File: config.mk
export PLATFORM = sky130hd
export DESIGN_NAME = cmou_top
export DESIGN_NICKNAME = d
export VERILOG_FILES = /design/src/hdl/cmou_pkg.sv /design/src/hdl/cmou_action.sv /design/src/hdl/cmou_top.sv
export SDC_FILE = /design/constraint.sdc
export NUM_CORES = 1
export LEC_CHECK = 0
export BUFFER_PORTS_ARGS = -buffer_cell sky130_fd_sc_hd__buf_2
export CAP_MARGIN = 20
export CORE_ASPECT_RATIO = 1.1
export CORE_MARGIN = 10
export CORE_UTILIZATION = 39
export CTS_CLUSTER_DIAMETER = 100
export DETAILED_ROUTE_END_ITERATION = 8
export MAX_ROUTING_LAYER = met4
export PLACE_DENSITY = 0.8
export SYNTH_ARGS = -nofsm -noshare
export SYNTH_HDL_FRONTEND = slang
export SYNTH_SLANG_ARGS = --single-unit
File: constraint.sdc
create_clock -name sys_clk -period 2 [get_ports sys_clk]
set_input_delay 0.1 -clock sys_clk [delete_from_list [all_inputs] [get_ports sys_clk]]
set_output_delay 0.1 -clock sys_clk [all_outputs]
set_load 0.02 [all_outputs]
File: src/hdl/cmou_pkg.sv
//------------------------------------------------------------------------------
// Contract
// - force strobe acts like a real match; the code ignores it in pwm waveform modes
// - forced match sets no flag
// - counter write blocks next timer-tick matches
// - counter write equal TOP loses TOP match
// - output state survives waveform mode change
// - output mode field acts immediately
// - mode field picks next state at match
// - nonzero mode field overrides port value
// - reset clears stored output state
// - direction bit still controls pin drive
// - mode field never touches input capture
// - mode-specific port override exceptions applied
// - mode field zero leaves state unchanged
//------------------------------------------------------------------------------
package cmou_pkg;

  //----------------------------------------------------------------------------
  // register map (byte addresses)
  //----------------------------------------------------------------------------
  localparam logic [7:0] CTRL_OFFSET   = 8'h00;
  localparam logic [7:0] FORCE_OFFSET  = 8'h04;
  localparam logic [7:0] STATUS_OFFSET = 8'h08;
  localparam logic [7:0] MASK_OFFSET   = 8'h0C;
  localparam logic [7:0] STATE_OFFSET  = 8'h10;
  localparam int         ADDR_BITS     = 8;

  //----------------------------------------------------------------------------
  // field positions
  //----------------------------------------------------------------------------
  localparam int CTRL_MODE_LSB = 0;  // output mode field, 2 bits
  localparam int CTRL_WGM_LSB  = 2;  // waveform select, 4 bits
  localparam int CTRL_DIR_BIT  = 6;  // pin direction bit
  localparam int CTRL_PORT_BIT = 7;  // general i/o output value
  localparam int FORCE_BIT     = 0;
  localparam int EV_MATCH_BIT  = 0;  // compare match flag
  localparam int EV_BLOCK_BIT  = 1;  // match blocked by counter write
  localparam int EV_COUNT      = 2;
  localparam int ST_OUT_BIT    = 0;
  localparam int ST_BLOCK_BIT  = 1;
  localparam int ST_PWM_BIT    = 2;
  localparam int ST_OVR_BIT    = 3;

  //----------------------------------------------------------------------------
  // reset values
  //----------------------------------------------------------------------------
  localparam logic [7:0]          CTRL_RESET   = 8'h00;
  localparam logic [EV_COUNT-1:0] STATUS_RESET = 2'h0;
  localparam logic [EV_COUNT-1:0] MASK_RESET   = 2'h0;
  localparam logic                STATE_RESET  = 1'h0;

  //----------------------------------------------------------------------------
  // output mode field and waveform select codes
  //----------------------------------------------------------------------------
  localparam logic [1:0] MODE_OFF    = 2'h0;
  localparam logic [1:0] MODE_TOGGLE = 2'h1;
  localparam logic [1:0] MODE_CLEAR  = 2'h2;
  localparam logic [1:0] MODE_SET    = 2'h3;
  localparam logic [3:0] WGM_NORMAL   = 4'h0;
  localparam logic [3:0] WGM_CTC_CMP  = 4'h4;
  localparam logic [3:0] WGM_CTC_CAP  = 4'hC;
  localparam logic [3:0] WGM_RSVD     = 4'hD;
  localparam logic [3:0] WGM_PFC_CMP  = 4'h9;
  localparam logic [3:0] WGM_PC_CMP   = 4'hB;
  localparam logic [3:0] WGM_FAST_CMP = 4'hF;

  typedef enum logic [1:0] {
    CMOU_NONPWM,
    CMOU_FAST,
    CMOU_PHASE
  } cmou_class_type;

  //----------------------------------------------------------------------------
  // software control word
  //----------------------------------------------------------------------------
  typedef struct packed {
    logic       port_value;
    logic       direction;
    logic [3:0] wgm;
    logic [1:0] mode;
  } cmou_ctrl_type;

  // strobes from the timer core, all on sys_clk
  typedef struct packed {
    logic tick;        // qualified timer clock enable
    logic match;       // raw comparator equality
    logic top;         // counter at TOP
    logic bottom;      // counter at BOTTOM
    logic count_down;  // counting direction
    logic cnt_write;   // processor wrote the counter
  } cmou_timer_type;

endpackage

File: src/hdl/cmou_action.sv
`timescale 1ns/1ps
// next stored state and port override for one compare channel
module cmou_action #(
  parameter bit CHANNEL_A = 1'b1
) (
  // control
  input  wire cmou_pkg::cmou_ctrl_type  ctrl,
  input  wire logic                     state,
  // events
  input  wire logic                     match_ev,
  input  wire logic                     force_ev,
  input  wire logic                     bottom_ev,
  input  wire logic                     count_down,
  // results
  output logic                          next_state,
  output logic                          override_en,
  output logic                          pwm_mode
);

  cmou_pkg::cmou_class_type wclass;
  logic                     toggle_ok;

  // classify waveform mode
  always_comb begin
    case (ctrl.wgm)
      4'h0, 4'h4, 4'hC, 4'hD: wclass = cmou_pkg::CMOU_NONPWM;
      4'h5, 4'h6, 4'h7, 4'hE, 4'hF: wclass = cmou_pkg::CMOU_FAST;
      default: wclass = cmou_pkg::CMOU_PHASE;
    endcase
  end

  assign pwm_mode = (wclass != cmou_pkg::CMOU_NONPWM);

  // in pwm modes toggle exists only on unit a with top from compare
  always_comb begin
    case (wclass)
      cmou_pkg::CMOU_NONPWM: toggle_ok = 1'b1;
      cmou_pkg::CMOU_FAST:   toggle_ok = CHANNEL_A && (ctrl.wgm == cmou_pkg::WGM_FAST_CMP);
      default: toggle_ok = CHANNEL_A && ((ctrl.wgm == cmou_pkg::WGM_PFC_CMP) || (ctrl.wgm == cmou_pkg::WGM_PC_CMP));
    endcase
  end

  // override follows the live field; toggle exceptions fall back to port
  always_comb begin
    if (ctrl.mode == cmou_pkg::MODE_OFF) begin
      override_en = 1'b0;
    end else if (ctrl.mode == cmou_pkg::MODE_TOGGLE) begin
      override_en = toggle_ok;
    end else begin
      override_en = 1'b1;
    end
  end

  // state update; field is read live, never buffered
  always_comb begin
    next_state = state;
    case (wclass)
      cmou_pkg::CMOU_NONPWM: begin
        if (match_ev || force_ev) begin
          case (ctrl.mode)
            cmou_pkg::MODE_TOGGLE: next_state = ~state;
            cmou_pkg::MODE_CLEAR:  next_state = 1'b0;
            cmou_pkg::MODE_SET:    next_state = 1'b1;
            default:               next_state = state;
          endcase
        end
      end
      cmou_pkg::CMOU_FAST: begin
        if (match_ev) begin
          case (ctrl.mode)
            cmou_pkg::MODE_TOGGLE: next_state = toggle_ok ? ~state : state;
            cmou_pkg::MODE_CLEAR:  next_state = 1'b0;
            cmou_pkg::MODE_SET:    next_state = 1'b1;
            default:               next_state = state;
          endcase
        end else if (bottom_ev) begin
          case (ctrl.mode)
            cmou_pkg::MODE_CLEAR: next_state = 1'b1;
            cmou_pkg::MODE_SET:   next_state = 1'b0;
            default:              next_state = state;
          endcase
        end
      end
      default: begin
        if (match_ev) begin
          case (ctrl.mode)
            cmou_pkg::MODE_TOGGLE: next_state = toggle_ok ? ~state : state;
            cmou_pkg::MODE_CLEAR:  next_state = count_down;
            cmou_pkg::MODE_SET:    next_state = ~count_down;
            default:               next_state = state;
          endcase
        end
      end
    endcase
  end

endmodule

File: src/hdl/cmou_top.sv
// Our own choices: the placing of the registers and the AHB-Lite interface to the registers.
`timescale 1ns/1ps
// compare match output unit with ahb-lite register access
module cmou_top #(
  parameter bit CHANNEL_A = 1'b1
) (
  // clock and reset
  input  wire logic                         sys_clk,
  input  wire logic                         rst,
  // ahb-lite slave
  input  wire logic                         hsel,
  input  wire logic [31:0]                  haddr,
  input  wire logic [1:0]                   htrans,
  input  wire logic                         hwrite,
  input  wire logic [2:0]                   hsize,
  input  wire logic [31:0]                  hwdata,
  input  wire logic                         hready,
  output logic      [31:0]                  hrdata,
  output logic                              hreadyout,
  output logic                              hresp,
  // timer core strobes
  input  wire cmou_pkg::cmou_timer_type     timer,
  // compare pin
  output logic                              pin_out,
  output logic                              pin_oe,
  // status
  output logic                              compare_match_flag,
  output logic                              irq
);

  //----------------------------------------------------------------------------
  // bus front end
  //----------------------------------------------------------------------------
  logic                              dphase;
  logic                              dp_write;
  logic [cmou_pkg::ADDR_BITS-1:0]    dp_addr;
  logic                              wr_en;
  logic                              rd_done;

  // one wait cycle so read data can come from a flop
  always_ff @(posedge sys_clk or posedge rst) begin
    if (rst) begin
      dphase    <= 1'b0;
      dp_write  <= 1'b0;
      dp_addr   <= '0;
      hreadyout <= 1'b1;
    end else if (dphase) begin
      dphase    <= 1'b0;
      hreadyout <= 1'b1;
    end else if (hsel && htrans[1] && hready) begin
      dphase    <= 1'b1;
      dp_write  <= hwrite;
      dp_addr   <= haddr[cmou_pkg::ADDR_BITS-1:0];
      hreadyout <= 1'b0;
    end
  end

  // the write is applied in the stall cycle, when hwdata is valid
  assign wr_en   = dphase && dp_write;
  assign rd_done = dphase && !dp_write;

  always_ff @(posedge sys_clk or posedge rst) begin
    if (rst) begin
      hresp <= 1'b0;
    end else begin
      hresp <= 1'b0;  // always okay; unmapped reads give zero
    end
  end

  //----------------------------------------------------------------------------
  // software registers
  //----------------------------------------------------------------------------
  cmou_pkg::cmou_ctrl_type         ctrl;
  logic [cmou_pkg::EV_COUNT-1:0]   status;
  logic [cmou_pkg::EV_COUNT-1:0]   mask;
  logic                            force_pulse;
  logic                            out_state;
  logic                            block_armed;
  logic                            pwm_mode;
  logic                            override_en;
  logic                            next_state;
  logic                            match_ev;
  logic                            blocked_ev;
  logic                            bottom_ev;
  logic                            force_ev;
  logic [cmou_pkg::EV_COUNT-1:0]   events;
  logic [cmou_pkg::EV_COUNT-1:0]   w1c;

  // control word; mode field takes effect on the next clock
  always_ff @(posedge sys_clk or posedge rst) begin
    if (rst) begin
      ctrl <= cmou_pkg::CTRL_RESET;
    end else if (wr_en && dp_addr == cmou_pkg::CTRL_OFFSET) begin
      ctrl <= hwdata[7:0];
    end
  end

  // interrupt mask
  always_ff @(posedge sys_clk or posedge rst) begin
    if (rst) begin
      mask <= cmou_pkg::MASK_RESET;
    end else if (wr_en && dp_addr == cmou_pkg::MASK_OFFSET) begin
      mask <= hwdata[cmou_pkg::EV_COUNT-1:0];
    end
  end

  // force strobe lives one cycle only and reads back as zero
  always_ff @(posedge sys_clk or posedge rst) begin
    if (rst) begin
      force_pulse <= 1'b0;
    end else begin
      force_pulse <= wr_en && (dp_addr == cmou_pkg::FORCE_OFFSET)
                     && hwdata[cmou_pkg::FORCE_BIT];
    end
  end

  //----------------------------------------------------------------------------
  // match qualification
  //----------------------------------------------------------------------------
  // a counter write arms the block; it lasts through the next timer tick,
  // even if that tick is far off because the timer clock is stopped
  always_ff @(posedge sys_clk or posedge rst) begin
    if (rst) begin
      block_armed <= 1'b0;
    end else if (timer.cnt_write) begin
      block_armed <= 1'b1;
    end else if (timer.tick) begin
      block_armed <= 1'b0;
    end
  end

  // a write in the same cycle as a tick still guards the following tick
  assign match_ev   = timer.tick && timer.match && !block_armed;
  assign blocked_ev = timer.tick && timer.match && block_armed;
  assign bottom_ev  = timer.tick && timer.bottom;
  assign force_ev   = force_pulse && !pwm_mode;

  //----------------------------------------------------------------------------
  // waveform action
  //----------------------------------------------------------------------------
  cmou_action #(
    .CHANNEL_A (CHANNEL_A)
  ) u_action (
    .ctrl        (ctrl),
    .state       (out_state),
    .match_ev    (match_ev),
    .force_ev    (force_ev),
    .bottom_ev   (bottom_ev),
    .count_down  (timer.count_down),
    .next_state  (next_state),
    .override_en (override_en),
    .pwm_mode    (pwm_mode)
  );

  // stored output state, independent of mode changes
  always_ff @(posedge sys_clk or posedge rst) begin
    if (rst) begin
      out_state <= cmou_pkg::STATE_RESET;
    end else begin
      out_state <= next_state;
    end
  end

  //----------------------------------------------------------------------------
  // pin drive
  //----------------------------------------------------------------------------
  // pin follows one clock behind the state; direction alone decides drive
  always_ff @(posedge sys_clk or posedge rst) begin
    if (rst) begin
      pin_out <= 1'b0;
      pin_oe  <= 1'b0;
    end else begin
      pin_out <= override_en ? out_state : ctrl.port_value;
      pin_oe  <= ctrl.direction;
    end
  end

  //----------------------------------------------------------------------------
  // events and interrupt
  //----------------------------------------------------------------------------
  // forced matches never reach the flag; only a real qualified match does
  always_comb begin
    events                         = '0;
    events[cmou_pkg::EV_MATCH_BIT] = match_ev;
    events[cmou_pkg::EV_BLOCK_BIT] = blocked_ev;
  end

  assign w1c = (wr_en && dp_addr == cmou_pkg::STATUS_OFFSET)
               ? hwdata[cmou_pkg::EV_COUNT-1:0] : '0;

  // sticky bits; a new event beats a clear in the same cycle
  always_ff @(posedge sys_clk or posedge rst) begin
    if (rst) begin
      status <= cmou_pkg::STATUS_RESET;
    end else begin
      status <= (status & ~w1c) | events;
    end
  end

  always_ff @(posedge sys_clk or posedge rst) begin
    if (rst) begin
      irq                <= 1'b0;
      compare_match_flag <= 1'b0;
    end else begin
      irq                <= |((status & ~w1c | events) & mask);
      compare_match_flag <= (status[cmou_pkg::EV_MATCH_BIT] & ~w1c[cmou_pkg::EV_MATCH_BIT])
                            | events[cmou_pkg::EV_MATCH_BIT];
    end
  end

  //----------------------------------------------------------------------------
  // read data
  //----------------------------------------------------------------------------
  always_ff @(posedge sys_clk or posedge rst) begin
    if (rst) begin
      hrdata <= 32'h0000_0000;
    end else if (rd_done) begin
      hrdata <= 32'h0000_0000;
      case (dp_addr)
        cmou_pkg::CTRL_OFFSET:   hrdata[7:0] <= ctrl;
        cmou_pkg::STATUS_OFFSET: hrdata[cmou_pkg::EV_COUNT-1:0] <= status;
        cmou_pkg::MASK_OFFSET:   hrdata[cmou_pkg::EV_COUNT-1:0] <= mask;
        cmou_pkg::STATE_OFFSET: begin
          hrdata[cmou_pkg::ST_OUT_BIT]   <= out_state;
          hrdata[cmou_pkg::ST_BLOCK_BIT] <= block_armed;
          hrdata[cmou_pkg::ST_PWM_BIT]   <= pwm_mode;
          hrdata[cmou_pkg::ST_OVR_BIT]   <= override_en;
        end
        default: hrdata <= 32'h0000_0000;  // force strobe and holes read zero
      endcase
    end
  end

  // the output mode field has no path toward input capture
  // hsize is ignored: only whole-word accesses are expected

endmodule

==> impl_metrics.csv, run 1 <==
group,metric,value,unit
cells_and_area,layout-drive-gt1-share,28.9,%
timing,hold_viol,0,
routing,drt-pass1-iter-count,4,
routing,wl,4.20,mm
power_and_ir_drop,total_power,0.00210,W
worst_setup_path,crit_path_start_kind,"register",
synthesis,yosysMostFrequentCell,"dfrtp_1",
clock_network,clock_sinks,37,
timing,post-route-period-util,95.6,%
worst_setup_path,rr_endpoint,"ctrl[4]",
placement,port_buffers,39,
clock_network,numCtsBuffers,5,
placement,pre_cts_ws,0.0523,ns
worst_setup_path,r2r_slack,0.09,ns
power_and_ir_drop,vdd_drop_max,0.340,mV
power_and_ir_drop,seq_power_share,44.2,%
synthesis,seq_area_frac_synth,48.7,%
clock_network,h-tree-depth,2,
global_routing,grt_pass1_wl,6.74,mm
power_and_ir_drop,p_comb_share,23.9,%
die,die_h,93.3,um
clock_network,clk_latency,0.30,ns
status,status,"finished clean",
min_path,whs_path_depth,3,
die,num_rows,26,
min_path,hold_path.class,"primary input to register",
synthesis,async_flop_share,100,%
timing,fin_skew,0.00369,ns
power_and_ir_drop,sw_frac_of_total,30.0,%
synthesis,synth_seq_cells,37,
worst_setup_path,cp.arrival,2.10,ns
die,io_pins,118,
timing,post-route-worst-setup-slack,0.0879,ns
global_routing,grt_max_degree,38,
routing,postRouteAntennaNets,0,
power_and_ir_drop,p_int,0.00147,W
worst_setup_path,critPathKind,"register to register",
worst_setup_path,rr_worst_depth,5,
cells_and_area,num-nets-final,328,
clock_network,cts_root_buffer,"clkbuf_8",
synthesis,syn_inst,191,
synthesis,synth_area_leaders,"dfrtp_1 (47%), buf_4 (9.9%), nand2_1 (6.5%)",
die,fp.dieW,86.6,um
synthesis,synth_top_area_cell,"dfrtp_1",
routing,drt-initial-drc-count,39,
timing,maxSlewViolCount,0,
min_path,hp-start,"haddr[2]",
clock_network,clkTransAtPathRegs,0.07,ns
synthesis,synth.avg_cell_area,9.97,um2
synthesis,synthFlopType,"dfrtp_1",
timing,holdWs,0.00478,ns
run,maxCapViolCount,0,
clock_network,cts_tree,"yes",
synthesis,yosysWarnings,0,
placement,gp_congestion,0.794,
timing,finalSetupTns,0,ns
placement,dp_hpwl,3.27,mm
min_path,worst_hold_path.endpoint,"dp_addr[2]",
power_and_ir_drop,p_per_area,895,nW/um2
clock_network,clk_path_buf_depth,2,
global_routing,grt_pass1_vias,1448,
global_routing,grt.total_usage,10.8,%
worst_setup_path,r2r-start,"dp_addr[0]",
timing,period_needed,1.91,ns
worst_setup_path,end_kind,"register",
synthesis,synth_top_cells_by_count,"dfrtp_1 (36), nand2_1 (33), buf_4 (25)",
power_and_ir_drop,leakage,1.19,nW
synthesis,yosysTopAreaCellShare,47.3,%
timing,setup_violations,0,
global_routing,grt-ovfl-total,0,
power_and_ir_drop,p_sw,0.000628,W
worst_setup_path,critPathRequiredTime,2.19,ns
timing,grt_setup_unrepaired,"false",
die,start_util,40.7,%
die,die-area,8080,um2
routing,routedWlPerCell,13.8,um
cells_and_area,fill_cells,467,
synthesis,synthDistinctLibCells,39,
routing,drc,0,
worst_setup_path,crit_start,"dp_addr[0]",
cells_and_area,diodes,0,
synthesis,synth-edff-count,0,
cells_and_area,area.growth.synth_to_final,22.9,%
routing,vias,1491,
power_and_ir_drop,pwr-share-clk,31.9,%
routing,via_per_inst,4.89,
synthesis,synth_area,1900,um2
die,core-area,4680,um2
timing,fmax,523,MHz
global_routing,antenna_found_initial,0,
worst_setup_path,path_max_fanout,6,
per-layer routing:
layer / wire [um] / up-vias / GRT usage, %
li1: - / 732 / -
met1: 1620 / 701 / 11.2
met2: 2040 / 50 / 16.4
met3: 431 / 8 / 4.86
met4: 106 / 0 / 6.89
met5: 0 / - / -
kinds of logic (layout without fill, tap and decap cells):
family / Yosys count / in the layout / synth area share [%]
compound gates: 35 / 35 / 13.0
buf+inv: 38 / 72 / 12.4
flops: 37 / 37 / 48.7
mux: 12 / 12 / 6.96
other cells: 1 / 25 / 0.197
simple gates: 68 / 68 / 18.7
what timing repair did:
item | in CTS | in global routing
buffers inserted | 0 | 1
hold endpoints to repair | 44 | 0
setup endpoints to repair | 0 | 7
hold buffers | 9 | 0
gates resized for setup | 0 | 2
worst max-delay path: stages (launching register included):
cell and delay, ns:
dfrtp_1 0.38, or2_4 0.27, or3_4 0.35, nor4_4 0.26
buf_4 0.20, mux2_2 0.34
registers in the layout (all words and copies together) (netlist names), 2 cells and up:
name and cells:
ctrl 8, dp_addr 8, hrdata 8, mask 2
status 2
final cells by class:
class | count | area, um2 | share of cell area, %
clock inverter | 1 | 30.0 | 1.28
timing repair buffer | 58 | 360 | 15.4
clock buffer | 7 | 86.3 | 3.69
sequential | 37 | 927 | 39.6
tap | 56 | 70.1 | 2.99
multi-input combinational | 140 | 845 | 36.1
inverter | 6 | 22.5 | 0.962
worst max-delay path by stage:
| stage | slack, ns | endpoint | cells after the start |
|---|---|---|---|
| after CTS | 0.04 | ctrl[4] | 5 |
| after global placement | 0.08 | ctrl[5] | 5 |
| after global routing | 0.006 | ctrl[4] | 5 |
| final | 0.09 | ctrl[4] | 5 |
| after floorplan | 0.07 | ctrl[1] | 4 |
| after detailed placement | 0.05 | ctrl[4] | 5 |
layout by cell type (no fill, tap or decap), types with 2 or more instances in the layout:
| master | count |
|---|---|
| nand3_1 | 5 |
| a22o_1 | 5 |
| dfrtp_1 | 36 |
| o21ai_0 | 8 |
| nand2b_1 | 3 |
| mux2_2 | 10 |
| dlygate4sd3_1 | 9 |
| mux2i_1 | 2 |
| a32o_1 | 3 |
| inv_1 | 6 |
| nor2b_1 | 3 |
| nor2_1 | 8 |
| and4b_1 | 2 |
| nand4b_1 | 2 |
| or3_4 | 2 |
| a21oi_1 | 7 |
| buf_2 | 39 |
| clkbuf_8 | 6 |
| nor4_4 | 2 |
| a32oi_1 | 2 |
| nor3_1 | 3 |
| nand2_1 | 33 |
| conb_1 | 25 |
| buf_4 | 10 |
power groups by stage:
stage          Combinational, W  Sequential (W)  Clock [W]
3_5_place_dp           0.000472        0.000941          0
4_1_cts                0.000487        0.000926   0.000685
2_1_floorplan          0.000364        0.000941          0
6_report               0.000500        0.000926   0.000669
5_1_grt                0.000558        0.000939   0.000716
3_3_place_gp           0.000461        0.000936          0
stage by stage:
step	utilization (%)	instance area, um2	instances
floorplan	-	1990	215
global placement	45.1	2110	287
detailed placement	45.1	2110	287
CTS	49.5	2320	304
global route	50.0	2340	305
finish	50.0	2340	305
(Power assumes the default switching activity.)
==> inputs of run 2 (changes only) <==
Settings changed: ABC_AREA set to 1, PLACE_DENSITY 0.8 to 0.79, SETUP_SLACK_MARGIN set to 0.5.
==> impl_metrics.csv, run 2 <==
group,metric,value,unit
clock_network,clk_latency,0.29,ns
worst_setup_path,r2r-start,"dp_addr[7]",
timing,post-route-period-util,69.3,%
die,start_util,41.2,%
synthesis,synth_xor_xnor_area_share,0,%
clock_network,cts_tree,"yes",
synthesis,yosysWarnings,0,
global_routing,antenna_found_initial,0,
worst_setup_path,path_max_fanout,16,
worst_setup_path,r2r_slack,0.61,ns
clock_network,clkTransAtPathRegs,0.07,ns
cells_and_area,num-nets-final,367,
synthesis,yosysMostFrequentCell,"nand2_1",
worst_setup_path,cp.arrival,1.56,ns
power_and_ir_drop,seq_power_share,45.7,%
worst_setup_path,cp-endpoint,"ctrl[3]",
synthesis,synth-simple-area-share,25.3,%
synthesis,synth-adder-area-share,0,%
cells_and_area,reg_top3,"ctrl x8, dp_addr x8, hrdata x8",
synthesis,synth-edff-count,0,
routing,postRouteAntennaNets,0,
power_and_ir_drop,pwr-share-clk,34.1,%
routing,drt-initial-drc-count,55,
status,status,"finished clean",
clock_network,numCtsBuffers,5,
cells_and_area,post-route-util,47.9,%
placement,port_buffers,39,
power_and_ir_drop,sw_frac_of_total,30.5,%
worst_setup_path,end_kind,"register",
global_routing,grt_max_degree,38,
worst_setup_path,critPathKind,"register to register",
synthesis,syn_inst,240,
worst_setup_path,critPathRequiredTime,2.18,ns
cells_and_area,area.growth.synth_to_final,16.4,%
clock_network,cts_setup_buffers,0,
synthesis,synth_seq_cells,37,
power_and_ir_drop,vdd_drop_max,0.432,mV
cells_and_area,layout_commonest_cell,"nand2_1",
clock_network,cts_root_buffer,"clkbuf_8",
timing,maxSlewViolCount,0,
cells_and_area,diodes,0,
synthesis,seq_area_frac_synth,47.4,%
cells_and_area,fill_cells,472,
worst_setup_path,crit_path_start_kind,"register",
power_and_ir_drop,leakage,1.25,nW
die,core-area,4750,um2
synthesis,synth.mux.area_fraction,0,%
synthesis,synth_top_area_cell,"dfrtp_1",
routing,drt-pass1-iter-count,4,
routing,wl,4.16,mm
die,io_pins,118,
min_path,hold_path.class,"primary input to register",
timing,period_needed,1.39,ns
placement,dp_hpwl,3.28,mm
worst_setup_path,crit_start,"dp_addr[7]",
routing,drc,0,
synthesis,yosysTopAreaCellShare,46.1,%
global_routing,grt_pass1_vias,1562,
clock_network,clock_sinks,37,
power_and_ir_drop,p_per_area,866,nW/um2
cells_and_area,final_cell_mix,"nand2_1 (72), buf_2 (39), dfrtp_1 (36)",
synthesis,synth_area_leaders,"dfrtp_1 (46%), nand2_1 (14%), buf_4 (10%)",
die,die_h,94.3,um
power_and_ir_drop,p_sw,0.000601,W
timing,finalSetupTns,0,ns
synthesis,synth_area,1960,um2
run,maxCapViolCount,0,
timing,fmax,722,MHz
worst_setup_path,rr_endpoint,"ctrl[3]",
timing,fin_skew,0.00380,ns
cells_and_area,fin_cells,344,
synthesis,synth_top_cells_by_count,"nand2_1 (72), dfrtp_1 (36), buf_4 (26)",
timing,hold_viol,0,
routing,via_per_inst,4.51,
cells_and_area,layout-drive-gt1-share,24.7,%
min_path,whs_path_depth,3,
synthesis,async_flop_share,100,%
routing,vias,1551,
timing,grt_setup_unrepaired,"true",
power_and_ir_drop,p_int,0.00137,W
synthesis,synth_compound_area_share,10.9,%
placement,placed_cells,332,
global_routing,grt.total_usage,10.7,%
timing,setup_violations,0,
synthesis,synth_top_family_by_area,"simple AND/OR/NAND/NOR gates",
worst_setup_path,rr_worst_depth,8,
global_routing,grt_pass1_wl,6.89,mm
die,num_rows,26,
synthesis,synth.avg_cell_area,8.15,um2
power_and_ir_drop,p_comb_share,20.2,%
clock_network,h-tree-depth,2,
synthesis,synthDistinctLibCells,27,
global_routing,grt-ovfl-total,0,
synthesis,synthFlopType,"dfrtp_1",
clock_network,clk_path_buf_depth,2,
die,fp.dieW,87.5,um
die,die-area,8250,um2
routing,routedWlPerCell,12.1,um
placement,gp_congestion,0.773,
run 2: cell families after synthesis:
kind of cell / after synthesis
buffers and inverters: 55
flip-flops: 37
AO/OA/AOI/OAI: 34
AND/OR/NAND/NOR: 113
other: 1
run 2: cell type report:
type	instances	area, um2	share of cell area (%)
flip-flops and latches	37	927	40.7
repair buffers	44	243	10.7
inverters	27	105	4.62
clock inverters	2	37.5	1.65
well taps	56	70.1	3.08
multi-input cells	172	812	35.7
clock buffers	6	82.6	3.63
run 2: per-layer routing:
| layer | vias up | routed length (um) | global-route usage [%] |
|---|---|---|---|
| met5 | - | 0 | - |
| met4 | 0 | 50 | 4.26 |
| met3 | 5 | 319 | 3.73 |
| met2 | 48 | 1930 | 16.7 |
| met1 | 695 | 1860 | 12.2 |
| li1 | 803 | - | - |
run 2: how the worst min path moves through the flow:
stage,from,end,slack (ns)
floorplan,timer[5],block_armed,0.20
global placement,rst,dp_addr[5],0.23
detailed placement,rst,dp_addr[5],0.24
CTS,haddr[6],dp_addr[6],0.0005
global route,haddr[1],dp_addr[1],0.0008
finish,haddr[1],dp_addr[1],0.006
run 2: critical path: stages, from the launching register on:
cell      delay (ns)
dfrtp_1         0.39
nor2_2          0.14
nand3_2         0.12
clkinv_2        0.10
nand2_4         0.09
inv_4           0.08
nand2_4         0.14
nor2_1          0.17
a21oi_2         0.04
run 2: power groups by stage:
stage | logic, W | registers, W | clock network [W]
after global placement | 0.000381 | 0.000910 | 0
after CTS | 0.000398 | 0.000899 | 0.000687
after detailed placement | 0.000390 | 0.000914 | 0
final | 0.000399 | 0.000901 | 0.000673
after global routing | 0.000450 | 0.000912 | 0.000721
after floorplan | 0.000281 | 0.000945 | 0
run 2: timing repair:
action / CTS / global route
hold buffers: 4 / 0
endpoints found under the hold margin: 39 / 0
gates resized for setup: 0 / 5
setup endpoints to repair: 0 / 6
run 2: metrics by stage:
stage                     power, W  hold WS, ns  setup WS, ns  area (um2)
after global placement     0.00129        0.225         0.627        2110
final                      0.00197      0.00560         0.615        2280
after detailed placement   0.00130        0.236         0.613        2110
after global routing       0.00208     0.000796         0.494        2280
after floorplan            0.00123        0.196         0.766        2050
after CTS                  0.00198     0.000549         0.605        2270
==> inputs of run 3 (changes only) <==
Settings changed: ABC_AREA 1 to 0, PLACE_DENSITY 0.79 to 0.8.
Clock period 2 ns to 1.21 ns, I/O delays scaled along.
==> impl_metrics.csv, run 3 (synthesis results as in run 1) <==
group,metric,value,unit
worst_setup_path,path_max_fanout,4,
timing,setup_violations,24,
placement,port_buffers,39,
cells_and_area,reg_top3,"ctrl x8, dp_addr x8, hrdata x8",
worst_setup_path,critPathKind,"register to register",
timing,fmax,548,MHz
die,start_util,40.7,%
die,die-area,8080,um2
timing,grt_setup_unrepaired,"true",
die,fp.dieW,86.6,um
die,core-area,4680,um2
global_routing,grt_pass1_wl,8.28,mm
routing,vias,1668,
global_routing,grt_pass1_vias,1798,
power_and_ir_drop,leakage,1.45,nW
worst_setup_path,cpPeakStageDelay,0.39,ns
die,die_h,93.3,um
routing,wl,5.23,mm
routing,drc,0,
worst_setup_path,crit_path_start_kind,"register",
timing,fin_skew,0.00319,ns
power_and_ir_drop,total_power,0.00402,W
worst_setup_path,crit_family,"simple AND/OR/NAND/NOR gates",
clock_network,cts_tree,"yes",
worst_setup_path,crit_chain,"or2_4, buf_4, nor4_4, buf_4, nand3_4, mux2_4",
status,status,"finished with violations",
clock_network,cts_root_buffer,"clkbuf_8",
worst_setup_path,critPathRequiredTime,1.39,ns
power_and_ir_drop,vdd_drop_max,0.713,mV
worst_setup_path,crit_path_frequent_cell,"buf_4",
timing,finalSetupTns,-10.84,ns
timing,period_needed,1.82,ns
status,violations,"setup timing",
timing,maxSlewViolCount,0,
clock_network,clk_path_buf_depth,2,
worst_setup_path,cp.arrival,2.00,ns
routing,drt-initial-drc-count,57,
clock_network,clock_sinks,37,
routing,drt-pass1-iter-count,4,
global_routing,antenna_found_initial,0,
placement,placed_cells,307,
cells_and_area,num-nets-final,367,
clock_network,h-tree-depth,2,
cells_and_area,layout_commonest_cell,"dfrtp_1",
cells_and_area,fin_cells,344,
timing,post-route-period-util,151,%
routing,postRouteAntennaNets,0,
die,num_rows,26,
worst_setup_path,end_kind,"register",
global_routing,grt-ovfl-total,0,
cells_and_area,area.growth.synth_to_final,56.2,%
power_and_ir_drop,p_per_area,1350,nW/um2
min_path,hold_path.class,"primary input to register",
cells_and_area,layout-drive-gt1-share,47.6,%
cells_and_area,final_cell_mix,"dfrtp_1 (34), buf_4 (31), buf_6 (27)",
cells_and_area,diodes,0,
timing,post-route-worst-setup-slack,-0.614,ns
run,maxCapViolCount,0,
clock_network,clkTransAtPathRegs,0.07,ns
cells_and_area,fill_cells,363,
routing,routedWlPerCell,15.2,um
die,io_pins,118,
placement,pre_cts_ws,-0.626,ns
timing,hold_viol,0,
clock_network,numCtsBuffers,5,
worst_setup_path,slowest_stage,"dfrtp_1",
global_routing,grt_max_degree,38,
clock_network,clk_latency,0.29,ns
global_routing,grt.total_usage,12.8,%
routing,via_per_inst,4.85,
placement,gp_congestion,0.845,
worst_setup_path,critical_path_buf_inv_count,2,
placement,dp_hpwl,3.46,mm
==> run 3: cell types whose count changed in the layout (fill, tap and decap cells not counted), moves of 8 or more <==
cell	previous run	this run
inv_1	23	4
o21ai_0	13	3
nand2_1	72	26
buf_2	39	26
buf_6	0	27
nand3_1	11	3
buf_4	1	31
mux2_4	0	9
==> run 3: worst paths after layout <==
path | from | to | slack (ns) | depth (start not counted)
hold reg to reg | ctrl[6] | pin_oe | 0.41 | 0
setup reg to reg | dp_addr[1] | mask[0] | -0.61 | 6
max in group asynchronous | rst | hreadyout | 0.60 | 4
min in group asynchronous | rst | ctrl[7] | 0.36 | 4
setup / recovery | dp_addr[1] | mask[0] | -0.61 | 6
hold / removal | hwdata[3] | ctrl[3] | 0.006 | 2
==> run 3: final cells by class <==
cell class              instances  area [um2]  share of cell area, %
inverters                       6        26.3                  0.883
flip-flops and latches         37         930                   31.3
repair buffers                 96         797                   26.8
repair inverters                1        7.51                  0.252
multi-input cells             140        1030                   34.5
clock buffers                   7        86.3                   2.90
well taps                      56        70.1                   2.36
clock inverters                 1        30.0                   1.01
==> run 3: routing by layer <==
| layer | vias to the layer above | share of wire (%) | wire length, um | GRT usage, % |
|---|---|---|---|---|
| met3 | 4 | 5.5 | 289 | 4.25 |
| met1 | 817 | 39 | 2050 | 13.5 |
| li1 | 807 | - | - | - |
| met5 | - | 0 | 0 | - |
| met2 | 40 | 54 | 2850 | 22.8 |
| met4 | 0 | 0.76 | 40 | 2.03 |
==> run 3: repair_timing <==
action | in CTS | in global routing
setup endpoints to repair | 49 | 49
hold buffers | 11 | 0
cloned | 0 | 2
pin swaps | 9 | 15
hold endpoints to repair | 48 | 0
gates resized for setup | 55 | 31
buffers inserted | 9 | 7
==> run 3: worst reg2reg max path: stages, from the launching register on <==
cell and delay (ns):
dfrtp_1 0.39, or2_4 0.26, buf_4 0.15, nor4_4 0.35, buf_4 0.19, nand3_4 0.07
mux2_4 0.30
==> run 3: through the flow <==
stage               area, um2  util (%)  hold WS (ns)
floorplan                2030         -        0.0199
global placement         2300      49.2         0.113
detailed placement       2300      49.2         0.122
CTS                      2800      59.7      -0.00791
global route             2970      63.5       0.00799
finish                   2970      63.5       0.00609
==> run 3: report_power, final <==
part | total, W | leakage [nW] | switching (W) | internal, W
clock network | 0.00110 | 0.0585 | 0.000429 | 0.000672
logic | 0.00139 | 0.927 | 0.000671 | 0.000715
registers | 0.00154 | 0.465 | 0.000141 | 0.00140
